===== src/spsc_pkg.sv =====
// Constants, register map and types for the system power-state controller.
package spsc_pkg;

  // Register indices as printed; byte address is four times the index.
  localparam logic [7:0]  CLK_CTRL_IDX   = 8'h80;
  localparam logic [7:0]  SYS_STATE_IDX  = 8'hA1;
  localparam logic [7:0]  WAKE_CAUSE_IDX = 8'hAF;
  localparam logic [7:0]  UNIT_CTRL_IDX  = 8'hB0;
  localparam logic [7:0]  IO_WAKE_IDX    = 8'hC9;
  localparam logic [11:0] CLK_CTRL_ADDR   = {2'h0, CLK_CTRL_IDX, 2'h0};
  localparam logic [11:0] SYS_STATE_ADDR  = {2'h0, SYS_STATE_IDX, 2'h0};
  localparam logic [11:0] WAKE_CAUSE_ADDR = {2'h0, WAKE_CAUSE_IDX, 2'h0};
  localparam logic [11:0] UNIT_CTRL_ADDR  = {2'h0, UNIT_CTRL_IDX, 2'h0};
  localparam logic [11:0] IO_WAKE_ADDR    = {2'h0, IO_WAKE_IDX, 2'h0};

  // Clock switch control register fields.
  localparam int CC_SRC_PLL   = 0;
  localparam int CC_SLEEP_LO  = 1;
  localparam int CC_SLEEP_HI  = 2;
  localparam int CC_CLK_OFF   = 3;
  localparam int CC_FAST_SLP  = 5;
  localparam int CC_FAST_WAKE = 6;
  localparam logic [7:0] CC_RESET = 8'h00;

  // System state register fields.
  localparam int SS_POWER_UP  = 0;
  localparam int SS_RTC_FLAG  = 2;
  localparam int SS_IO_FLAG   = 3;
  localparam int SS_PWR_FLAG  = 4;
  localparam int SS_FULL_SPD  = 5;
  localparam int SS_STATE_LSB = 6;

  // Wake cause register fields.
  localparam int WC_PULSE_FLAG = 3;

  // IO wake control register fields.
  localparam int IW_NO_RESET = 0;
  localparam int IW_PIN_LSB  = 2;
  localparam logic [7:0] IW_RESET = 8'h00;

  // Unit control register fields.
  localparam int UC_PLL_EN   = 0;
  localparam int UC_BG_EN    = 1;
  localparam int UC_ADC_LSB  = 2;
  localparam int UC_MTR_IN   = 6;
  localparam int UC_DISP_DRV = 7;
  localparam int UC_CPU_LSB  = 8;
  localparam logic [11:0] UC_RESET = 12'h000;

  // Processor clock rates; the select code gives the full-speed rate.
  localparam logic [3:0] CPU_SEL_FULL   = 4'h4;
  localparam int         CPU_FULL_HZ    = 13107200;
  localparam int         METER_FULL_HZ  = 3276800;
  localparam int         ADC_FULL_HZ    = 819200;

  // Wake pins and their hold filter: a level must last more than four cycles.
  localparam int          WAKE_PINS    = 3;
  localparam int          WAKE_HOLD_MIN = 4;
  localparam logic [2:0]  WAKE_HOLD_CYC = 3'(WAKE_HOLD_MIN + 1);

  typedef enum logic [1:0] {ST_OSC, ST_WORK, ST_GATING, ST_SLEEP} spsc_state_t;

endpackage : spsc_pkg


===== src/spsc_wake_if.sv =====
// Carrier for filtered wake pin events between the filter and the controller.
`timescale 1ns/1ps
interface spsc_wake_if;
  import spsc_pkg::*;
  logic [WAKE_PINS-1:0] arm;   // Pin may raise a wake event.
  logic [WAKE_PINS-1:0] evt;   // One-cycle filtered transition.

  modport ctrl (output arm, input evt);
  modport filt (input arm, output evt);
endinterface : spsc_wake_if


===== src/spsc_wake_filter.sv =====
// Wake pin hold filter: a transition counts only after both levels held long enough.
`timescale 1ns/1ps
module spsc_wake_filter
  import spsc_pkg::*;
(
  input  wire logic                 i_clk,    // Oscillator clock.
  input  wire logic                 i_rst_n,  // Synchronised reset, active low.
  input  wire logic [WAKE_PINS-1:0] i_pins,   // Raw wake pins.
  spsc_wake_if.filt                 wk        // Arm in, events out.
);

  logic [WAKE_PINS-1:0] lvl_q;
  logic [WAKE_PINS-1:0] lvl_d;
  logic [WAKE_PINS-1:0] evt_q;
  logic [WAKE_PINS-1:0] evt_d;
  logic [2:0]           cnt_q [WAKE_PINS];
  logic [2:0]           cnt_d [WAKE_PINS];

  assign wk.evt = evt_q;

  // One filter per pin; the stable level itself proves the old level was held.
  for (genvar g = 0; g < WAKE_PINS; g++) begin : g_pin
    always_comb begin
      lvl_d[g] = lvl_q[g];
      evt_d[g] = 1'b0;
      cnt_d[g] = cnt_q[g];
      if (i_pins[g] == lvl_q[g]) begin
        cnt_d[g] = 3'h0;
      end else if (cnt_q[g] == WAKE_HOLD_CYC - 3'h1) begin
        lvl_d[g] = i_pins[g];
        evt_d[g] = wk.arm[g];
        cnt_d[g] = 3'h0;
      end else begin
        cnt_d[g] = cnt_q[g] + 3'h1;
      end
    end

    always_ff @(posedge i_clk or negedge i_rst_n) begin
      if (!i_rst_n) begin
        lvl_q[g] <= 1'b0;
        evt_q[g] <= 1'b0;
        cnt_q[g] <= 3'h0;
      end else begin
        lvl_q[g] <= lvl_d[g];
        evt_q[g] <= evt_d[g];
        cnt_q[g] <= cnt_d[g];
      end
    end
  end

endmodule : spsc_wake_filter


===== src/spsc_ctrl.sv =====
// System power-state controller: state tracking, sleep entry, wake and APB registers.
//
// What this block does
// - Level one or two reset enters oscillator state, CPU clock on oscillator.
// - Oscillator state keeps core regulator on and CPU clock running.
// - Working state only while PLL enabled and selected as CPU clock.
// - Sleep entry needs power-up flag clear, oscillator source, then clock off.
// - By default a wake-up resets the device into oscillator state.
// - With wake-without-reset selected, wake resumes prior state without reset.
// - Wake without reset clears sleep-depth and fast wake/sleep bits.
// - Two sleep depths exist, light and deep.
// - Light sleep ends on IO, RTC, pulse output or power recovery.
// - Working state firmware sets CPU rate and enables each unit.
// - Full speed is 13.1072 MHz CPU, 3276.8 kHz metering, 819.2 kHz sampling.
// - At power-on metering inputs are disabled while metering clock runs.
// - At power-on display drive is disabled while display clock runs.
// - Deep sleep ends only on IO wake or power recovery.
// - Wake pin levels must each hold more than four oscillator cycles.
// - Wake cause flags distinguish pulse-output wake from RTC wake.
//
// Register access over APB and the placing of the registers were left to the implementer.
`timescale 1ns/1ps
module spsc_ctrl
  import spsc_pkg::*;
(
  input  wire logic                 I_CORE_CLK,       // Oscillator clock, 50 MHz.
  input  wire logic                 I_ARST_N,         // Async reset, active low.
  input  wire logic                 I_PSEL,           // APB select.
  input  wire logic                 I_PENABLE,        // APB access phase.
  input  wire logic                 I_PWRITE,         // APB write.
  input  wire logic [11:0]          I_PADDR,          // APB byte address.
  input  wire logic [31:0]          I_PWDATA,         // APB write data.
  output logic      [31:0]          O_PRDATA,         // APB read data.
  output logic                      O_PREADY,         // APB ready.
  output logic                      O_PSLVERR,        // APB error on unmapped address.
  input  wire logic                 I_POWER_UP_FLAG,  // Supply still ramping when high.
  input  wire logic                 I_SRC_IS_OSC,     // Clock mux reports oscillator source.
  input  wire logic [WAKE_PINS-1:0] I_WAKE_PINS,      // Wake pins.
  input  wire logic                 I_RTC_WAKE,       // RTC wake event pulse.
  input  wire logic                 I_PULSE_WAKE,     // Energy pulse output event.
  input  wire logic                 I_PWR_RECOVER,    // Power recovery event.
  output logic                      O_CPU_CLK_EN,     // CPU clock gate enable.
  output logic                      O_CPU_SRC_PLL,    // CPU clock source is PLL.
  output logic [3:0]                O_CPU_CLK_SEL,    // CPU clock rate select.
  output logic                      O_PLL_EN,         // PLL enable.
  output logic                      O_BANDGAP_EN,     // Bandgap enable.
  output logic [3:0]                O_ADC_EN,         // Converter enables.
  output logic                      O_METER_IN_EN,    // Metering digital inputs enable.
  output logic                      O_METER_CLK_EN,   // Metering clock enable.
  output logic                      O_DISP_DRV_EN,    // Display drive enable.
  output logic                      O_DISP_CLK_EN,    // Display clock enable.
  output logic                      O_CORE_REG_EN,    // Core regulator enable.
  output logic                      O_WAKE_RST_REQ,   // One-cycle wake reset request.
  output logic [1:0]                O_STATE           // Current power state.
);

  logic        rst_s1_q;
  logic        rst_n;
  spsc_state_t state_q, state_d;
  logic [7:0]  cc_q, cc_d;
  logic [7:0]  iw_q, iw_d;
  logic [11:0] uc_q, uc_d;
  logic [2:0]  sflag_q, sflag_d;
  logic [3:0]  cause_q, cause_d;
  logic        clk_en_q, clk_en_d;
  logic        wrst_q, wrst_d;
  logic [31:0] rdata_q, rdata_d;
  logic        wr_en;
  logic        rd_setup;
  logic        mapped;
  logic        deep;
  logic        light;
  logic        wake_any;
  logic        full_speed;
  logic [31:0] rd_mux;

  spsc_wake_if wk ();

  // Reset release through two flops; assertion still acts at once.
  always_ff @(posedge I_CORE_CLK or negedge I_ARST_N) begin
    if (!I_ARST_N) begin
      rst_s1_q <= 1'b0;
      rst_n    <= 1'b0;
    end else begin
      rst_s1_q <= 1'b1;
      rst_n    <= rst_s1_q;
    end
  end

  spsc_wake_filter u_filter (
    .i_clk   (I_CORE_CLK),
    .i_rst_n (rst_n),
    .i_pins  (I_WAKE_PINS),
    .wk      (wk.filt)
  );

  // Pins only raise events while asleep and enabled by software.
  assign wk.arm = (state_q == ST_SLEEP) ? iw_q[IW_PIN_LSB +: WAKE_PINS] : '0;

  // APB decode; zero wait states, read data captured in the setup cycle.
  assign mapped   = (I_PADDR == CLK_CTRL_ADDR) || (I_PADDR == SYS_STATE_ADDR) ||
                    (I_PADDR == WAKE_CAUSE_ADDR) || (I_PADDR == UNIT_CTRL_ADDR) ||
                    (I_PADDR == IO_WAKE_ADDR);
  assign wr_en    = I_PSEL && I_PENABLE && I_PWRITE && mapped;
  assign rd_setup = I_PSEL && !I_PENABLE && !I_PWRITE;
  assign O_PREADY  = 1'b1;
  assign O_PSLVERR = I_PSEL && I_PENABLE && !mapped;
  assign O_PRDATA  = rdata_q;

  assign deep  = cc_q[CC_SLEEP_HI] && !cc_q[CC_SLEEP_LO];
  assign light = cc_q[CC_SLEEP_LO];

  assign wake_any = (|wk.evt) || I_PWR_RECOVER ||
                    (light && (I_RTC_WAKE || I_PULSE_WAKE));

  assign full_speed = (uc_q[UC_CPU_LSB +: 4] == CPU_SEL_FULL);

  // Read data selection.
  always_comb begin
    rd_mux = 32'h0000_0000;
    unique case (I_PADDR)
      CLK_CTRL_ADDR:   rd_mux[7:0]  = cc_q;
      SYS_STATE_ADDR:  rd_mux[7:0]  = {state_q, full_speed, sflag_q[2],
                                       sflag_q[1], sflag_q[0], 1'b0, I_POWER_UP_FLAG};
      WAKE_CAUSE_ADDR: rd_mux[3:0]  = cause_q;
      UNIT_CTRL_ADDR:  rd_mux[11:0] = uc_q;
      IO_WAKE_ADDR:    rd_mux[7:0]  = iw_q;
      default:         rd_mux       = 32'h0000_0000;
    endcase
  end

  // Next state of the power state machine, registers and wake flags.
  always_comb begin
    state_d  = state_q;
    cc_d     = cc_q;
    iw_d     = iw_q;
    uc_d     = uc_q;
    sflag_d  = sflag_q;
    cause_d  = cause_q;
    clk_en_d = clk_en_q;
    wrst_d   = 1'b0;
    rdata_d  = rd_setup ? rd_mux : rdata_q;

    // Software writes; flag registers clear by writing ones.
    if (wr_en) begin
      unique case (I_PADDR)
        CLK_CTRL_ADDR: begin
          cc_d = I_PWDATA[7:0];
          cc_d[CC_SRC_PLL] = I_PWDATA[CC_SRC_PLL] && uc_q[UC_PLL_EN];
        end
        SYS_STATE_ADDR: begin
          sflag_d = sflag_q & ~I_PWDATA[SS_PWR_FLAG:SS_RTC_FLAG];
        end
        WAKE_CAUSE_ADDR: begin
          cause_d = cause_q & ~I_PWDATA[3:0];
        end
        UNIT_CTRL_ADDR: begin
          uc_d = I_PWDATA[11:0];
          if (!I_PWDATA[UC_PLL_EN]) begin
            cc_d[CC_SRC_PLL] = 1'b0;
          end
        end
        IO_WAKE_ADDR: begin
          iw_d = I_PWDATA[7:0];
        end
        default: begin
        end
      endcase
    end

    unique case (state_q)
      ST_OSC: begin
        if (cc_d[CC_SRC_PLL] && uc_d[UC_PLL_EN]) begin
          state_d = ST_WORK;
        end else if (cc_q[CC_CLK_OFF] && !I_POWER_UP_FLAG && (light || deep)) begin
          state_d = ST_GATING;
        end
      end
      ST_WORK: begin
        if (!(cc_d[CC_SRC_PLL] && uc_d[UC_PLL_EN])) begin
          state_d = ST_OSC;
        end
      end
      ST_GATING: begin
        if (I_SRC_IS_OSC && !cc_q[CC_SRC_PLL]) begin
          clk_en_d = 1'b0;
          state_d  = ST_SLEEP;
        end
      end
      ST_SLEEP: begin
        if (wake_any) begin
          clk_en_d = 1'b1;
          state_d  = ST_OSC;
          cc_d[CC_CLK_OFF] = 1'b0;
          if (iw_q[IW_NO_RESET]) begin
            cc_d[CC_SLEEP_LO]  = 1'b0;
            cc_d[CC_SLEEP_HI]  = 1'b0;
            cc_d[CC_FAST_SLP]  = 1'b0;
            cc_d[CC_FAST_WAKE] = 1'b0;
          end else begin
            wrst_d = 1'b1;
            cc_d   = CC_RESET;
            iw_d   = IW_RESET;
            uc_d   = UC_RESET;
          end
        end
      end
    endcase

    // wake cause flags; a new event wins over a clear.
    if (state_q == ST_SLEEP) begin
      if (light && (I_RTC_WAKE || I_PULSE_WAKE)) begin
        sflag_d[0] = 1'b1;
      end
      if (light && I_PULSE_WAKE) begin
        cause_d[WC_PULSE_FLAG] = 1'b1;
      end
      if (|wk.evt) begin
        sflag_d[1] = 1'b1;
        cause_d[WAKE_PINS-1:0] = cause_d[WAKE_PINS-1:0] | wk.evt;
      end
      if (I_PWR_RECOVER) begin
        sflag_d[2] = 1'b1;
      end
    end
  end

  always_ff @(posedge I_CORE_CLK or negedge rst_n) begin
    if (!rst_n) begin
      state_q  <= ST_OSC;
      cc_q     <= CC_RESET;
      iw_q     <= IW_RESET;
      uc_q     <= UC_RESET;
      sflag_q  <= 3'h0;
      cause_q  <= 4'h0;
      clk_en_q <= 1'b1;
      wrst_q   <= 1'b0;
      rdata_q  <= 32'h0000_0000;
    end else begin
      state_q  <= state_d;
      cc_q     <= cc_d;
      iw_q     <= iw_d;
      uc_q     <= uc_d;
      sflag_q  <= sflag_d;
      cause_q  <= cause_d;
      clk_en_q <= clk_en_d;
      wrst_q   <= wrst_d;
      rdata_q  <= rdata_d;
    end
  end

  // Unit controls come straight from their registers.
  // metering inputs follow UC_MTR_IN, off after reset
  assign O_CPU_CLK_EN   = clk_en_q;
  assign O_CPU_SRC_PLL  = cc_q[CC_SRC_PLL];
  assign O_CPU_CLK_SEL  = uc_q[UC_CPU_LSB +: 4];
  assign O_PLL_EN       = uc_q[UC_PLL_EN];
  assign O_BANDGAP_EN   = uc_q[UC_BG_EN];
  assign O_ADC_EN       = uc_q[UC_ADC_LSB +: 4];
  assign O_METER_IN_EN  = uc_q[UC_MTR_IN];
  assign O_DISP_DRV_EN  = uc_q[UC_DISP_DRV];
  // Metering and display clocks keep running; software stops the units.
  assign O_METER_CLK_EN = 1'b1;
  assign O_DISP_CLK_EN  = 1'b1;
  assign O_CORE_REG_EN  = 1'b1;
  assign O_WAKE_RST_REQ = wrst_q;
  assign O_STATE        = state_q;

endmodule : spsc_ctrl


===== config.mk =====
export PLATFORM = sky130hd
export DESIGN_NAME = spsc_ctrl
export DESIGN_NICKNAME = d
export VERILOG_FILES = /design/src/spsc_pkg.sv /design/src/spsc_wake_if.sv /design/src/spsc_wake_filter.sv /design/src/spsc_ctrl.sv
export SDC_FILE = /design/constraint.sdc
export NUM_CORES = 1
export LEC_CHECK = 0
export BUFFER_PORTS_ARGS = -buffer_cell sky130_fd_sc_hd__buf_2
export CAP_MARGIN = 15
export CORE_MARGIN = 5
export CORE_UTILIZATION = 31
export CTS_BUF_LIST = sky130_fd_sc_hd__clkbuf_8
export CTS_CLUSTER_DIAMETER = 100
export CTS_CLUSTER_SIZE = 8
export DETAILED_ROUTE_END_ITERATION = 6
export SKIP_CTS_REPAIR_TIMING = 1
export SLEW_MARGIN = 15
export SYNTH_ARGS = -nofsm -noshare
export SYNTH_HDL_FRONTEND = slang
export SYNTH_SLANG_ARGS = --single-unit

===== constraint.sdc =====
create_clock -name I_CORE_CLK -period 3.6 [get_ports I_CORE_CLK]
set_clock_uncertainty 0.15 [all_clocks]
set_input_delay 0.9 -clock I_CORE_CLK [delete_from_list [all_inputs] [get_ports I_CORE_CLK]]
set_output_delay 0.9 -clock I_CORE_CLK [all_outputs]
set_load 0.1 [all_outputs]

==> impl_summary.md <==
Run status
The run finished with clean final reports.

Placement
Timing analysis after detailed placement gives a worst setup slack of 0.1033 ns. The final weighted congestion of routability-driven global placement is 0.8218. The sum of net half-perimeters after detailed placement is 6.440 mm. The number of buffers added on ports is 66.

Floorplanning
The die covers 13120 sq um. In this run the vertical extent of the chip is 114.5 microns. The number of placement rows is 38. For this configuration, the core starts out at a cell density of 0.3139.

The number of placed I/O pins is 111. The floorplan step defined a core boundary enclosing 10790 sq um. The die boundary width is 114.5 microns.

Clocking
The CTS tree is yes. Clock latency on the worst-skew pair, taken at its later pin, is 0.35 ns. Clock-pin slew was measured on the worst setup and hold paths at 0.07 ns. For this design, the sink count on the clock tree is 68.

In this run the clock root is driven by a clkbuf_8. The number of buffers added by the clock tree synthesis step is 9. The number of buffers on the longest clock path is 2. The depth of the CTS H-tree is 3.

Final layout
The filler cells instantiated in the layout total 1081. Relative to the synthesized area, the layout overhead comes to 19.83%. The core occupancy in the finished layout is 0.3762. The fraction of final layout cells sized beyond drive strength 1 is 0.2637.

Leaving out fill and tap cells, the most frequent cells in the layout are 66 x dfrtp_1, 66 x buf_2, 61 x nand2_1. The repair_antennas step left the layout with diodes totalling 0. In the final design database the tool counted 479 nets.

Critical path
Data on the critical path is required at its endpoint by 2.55 ns. Across all register-to-register paths, the minimum setup slack is 1.32 ns. The critical register-to-register path startpoint is O_STATE[1]$_DFFE_PN0P_.

The type of destination of the critical path is an output port. The critical path crosses 6 cells after its start point. The cell type with the highest occurrence count on the critical path is buf_2. The endpoint identified for the worst register-to-register timing path is cc_q[7]$_DFF_PN0_.

Of all nets on the critical path, the largest fanout is 2. The slowest library cell on the worst path is or4bb_1. On the critical path the largest part of the delay comes from simple AND/OR/NAND/NOR gates. Walking the worst path, the cells encountered are buf_2 -> or4bb_1 -> nor4_4 -> a211o_1 -> nor3_4 -> buf_2.

Counting cells, the worst reg-to-reg path comes to 5. The setup path with the least slack is of type in -> out. The critical path launch point type is a primary input. Counting both buffers and inverters, the worst setup path holds a total of 2. The largest stage delay on the critical path is 0.58 ns.

For the worst setup path, the data arrival time is 2.46 ns.

Synthesis
The top cell type by total area after synthesis is dfrtp_1. The synthesized netlist cell count is 344. The Yosys step of the flow raised 0 warnings. The share of synthesized area in the top cell type comes to 0.4948.

The sequential cell area fraction in the yosys report is 0.5026. The primary flip-flop cell chosen by synthesis mapping is dfrtp_1. Yosys mapped a number of flops with a built-in enable equal to 0. The mean area per synthesized cell is 9.850 sq um. The combined area of all synthesized cells is 3388 sq um. Counting flops with an async set or reset pin after synthesis yields a share of 1.000. The distinct cell type count after synthesis is 45. Yosys attributes the largest share of cell area to dfrtp_1 49%, nand2_1 6.8%, buf_4 5.3%, a21oi_1 3.5%, mux2i_1 3.5%. The register bit count reported by yosys is 68.

Global route
The number of global-route vias before repair was 2804. The global-route wire length before repair is 14.51 mm. The number of antenna violations at the first check in global routing is 0. The total overflow left after global routing is 0. Across every metal layer, demand over resource in global routing totals 0.1413. The maximum number of pins on one net before global-route repair is 38.

Hold path
In this run the worst hold path is classified as reg -> async.

Timing
Setup violations remaining at the end of the flow were counted as 0. The max-slew violation count was 0. The clock period minus final worst setup slack is 3.505 ns. The worst hold-check slack is 0.005007 ns. Timing would allow up to 285.3 MHz.

Dividing the final minimum period by the clock period gives 0.9737. The worst pin sits at a relative slew slack of 0.5571. Setup repair after global routing left no endpoint under its margin. The hold violation count in the final report is 0. The worst setup slack after layout is 0.09473 ns. At the pin with the least slew margin, the transition time is 0.6614 ns. Summed over all failing endpoints, the final setup total negative slack is 0 ns.

Pwr
VDD sags by at most 211.5 uV. Power comes to 1.948 mW. The power density normalized to cell area is 479.8 nW/um^2.

The reported leakage power is 1.903 nW.

Detailed routing
For this run, design rule violations remaining after detail routing come to 0. The DRC violation total after the first TritonRoute iteration is 159. The average wire per standard cell is 15.67 microns. The via total after detailed routing is 2754. The total wire length is 8.789 mm. The number of antenna-violating nets in the routed design is 0.

The via-per-instance ratio is 4.909. The first-pass iteration count of the detailed router is 4.

Run
The max-cap check violation count is 0.
-- how the worst max path moves through the flow --
stage,startpoint,slack (ns),end
final,I_PADDR[11],0.09,O_PSLVERR
after global routing,I_PADDR[11],0.04,O_PSLVERR
after CTS,I_PADDR[11],0.1,O_PSLVERR
after detailed placement,I_PADDR[11],0.10,O_PSLVERR
after global placement,I_PADDR[11],0.13,O_PSLVERR
after floorplan,I_PADDR[7],0.13,O_PSLVERR
-- cells by family after synthesis --
family                   Yosys count  synth area share
AO/OA/AOI/OAI                     62            0.1256
AND/OR/NAND/NOR                  143            0.2171
adder cells (fa/ha/maj)            6           0.02216
buffers and inverters             45           0.07718
multiplexers                      15           0.04542
XOR/XNOR                           3          0.007756
flip-flops                        68            0.5026
other                              2          0.002216
-- report_power, final --
group          switching [mW]  total, mW  internal, mW
registers              0.0411      0.865         0.824
clock network           0.294      0.681         0.387
logic                   0.290      0.402         0.112
-- metrics by stage --
stage / std cells / instance area (sq um)
6_report: 561 / 4060
5_1_grt: 561 / 4060
4_1_cts: 561 / 4060
3_5_place_dp: 545 / 3844
3_3_place_gp: 545 / 3844
2_1_floorplan: 367 / 3486
-- cells in the mapped netlist, types with 7 or more instances --
cell type  count
buf_4         24
mux2i_1       12
inv_1          7
nor2_1        25
clkbuf_1      12
nor3_1         7
dfrtp_1       67
a21oi_1       24
nand2_1       61
nand3_1       13
-- registers in the layout (all words and copies together), names as in the netlist --
register / count
O_WAKE_RST_REQ: 1
cc_q: 8
O_CPU_CLK_EN: 1
uc_q: 12
cause_q: 4
sflag_q: 3
iw_q: 8
rst_s1_q: 1
u_filter.wk.evt: 3
u_filter.lvl_q: 3
u_filter.cnt_q: 9
O_PRDATA: 12
O_STATE: 2
rst_n: 1
-- metal layers --
| layer | share of wire | wire [microns] | GRT usage |
|---|---|---|---|
| met5 | 0 | 0 | 0 |
| met4 | 0.014 | 121 | 0.05542 |
| met3 | 0.052 | 456 | 0.02484 |
| met2 | 0.49 | 4273 | 0.2324 |
| met1 | 0.45 | 3939 | 0.1845 |
-- layout make-up --
type                            count  area, sq um  share of cell area
Inverter                            7        26.28            0.006472
Sequential cell                    68         1704              0.4197
Tap cell                          140        175.2             0.04314
Clock buffer                        9        123.9             0.03051
Clock inverter                      7        92.59             0.02280
Multi-Input combinational cell    254         1533              0.3775
Timing Repair Buffer               76        405.4             0.09985
(Power assumes the default switching activity.)
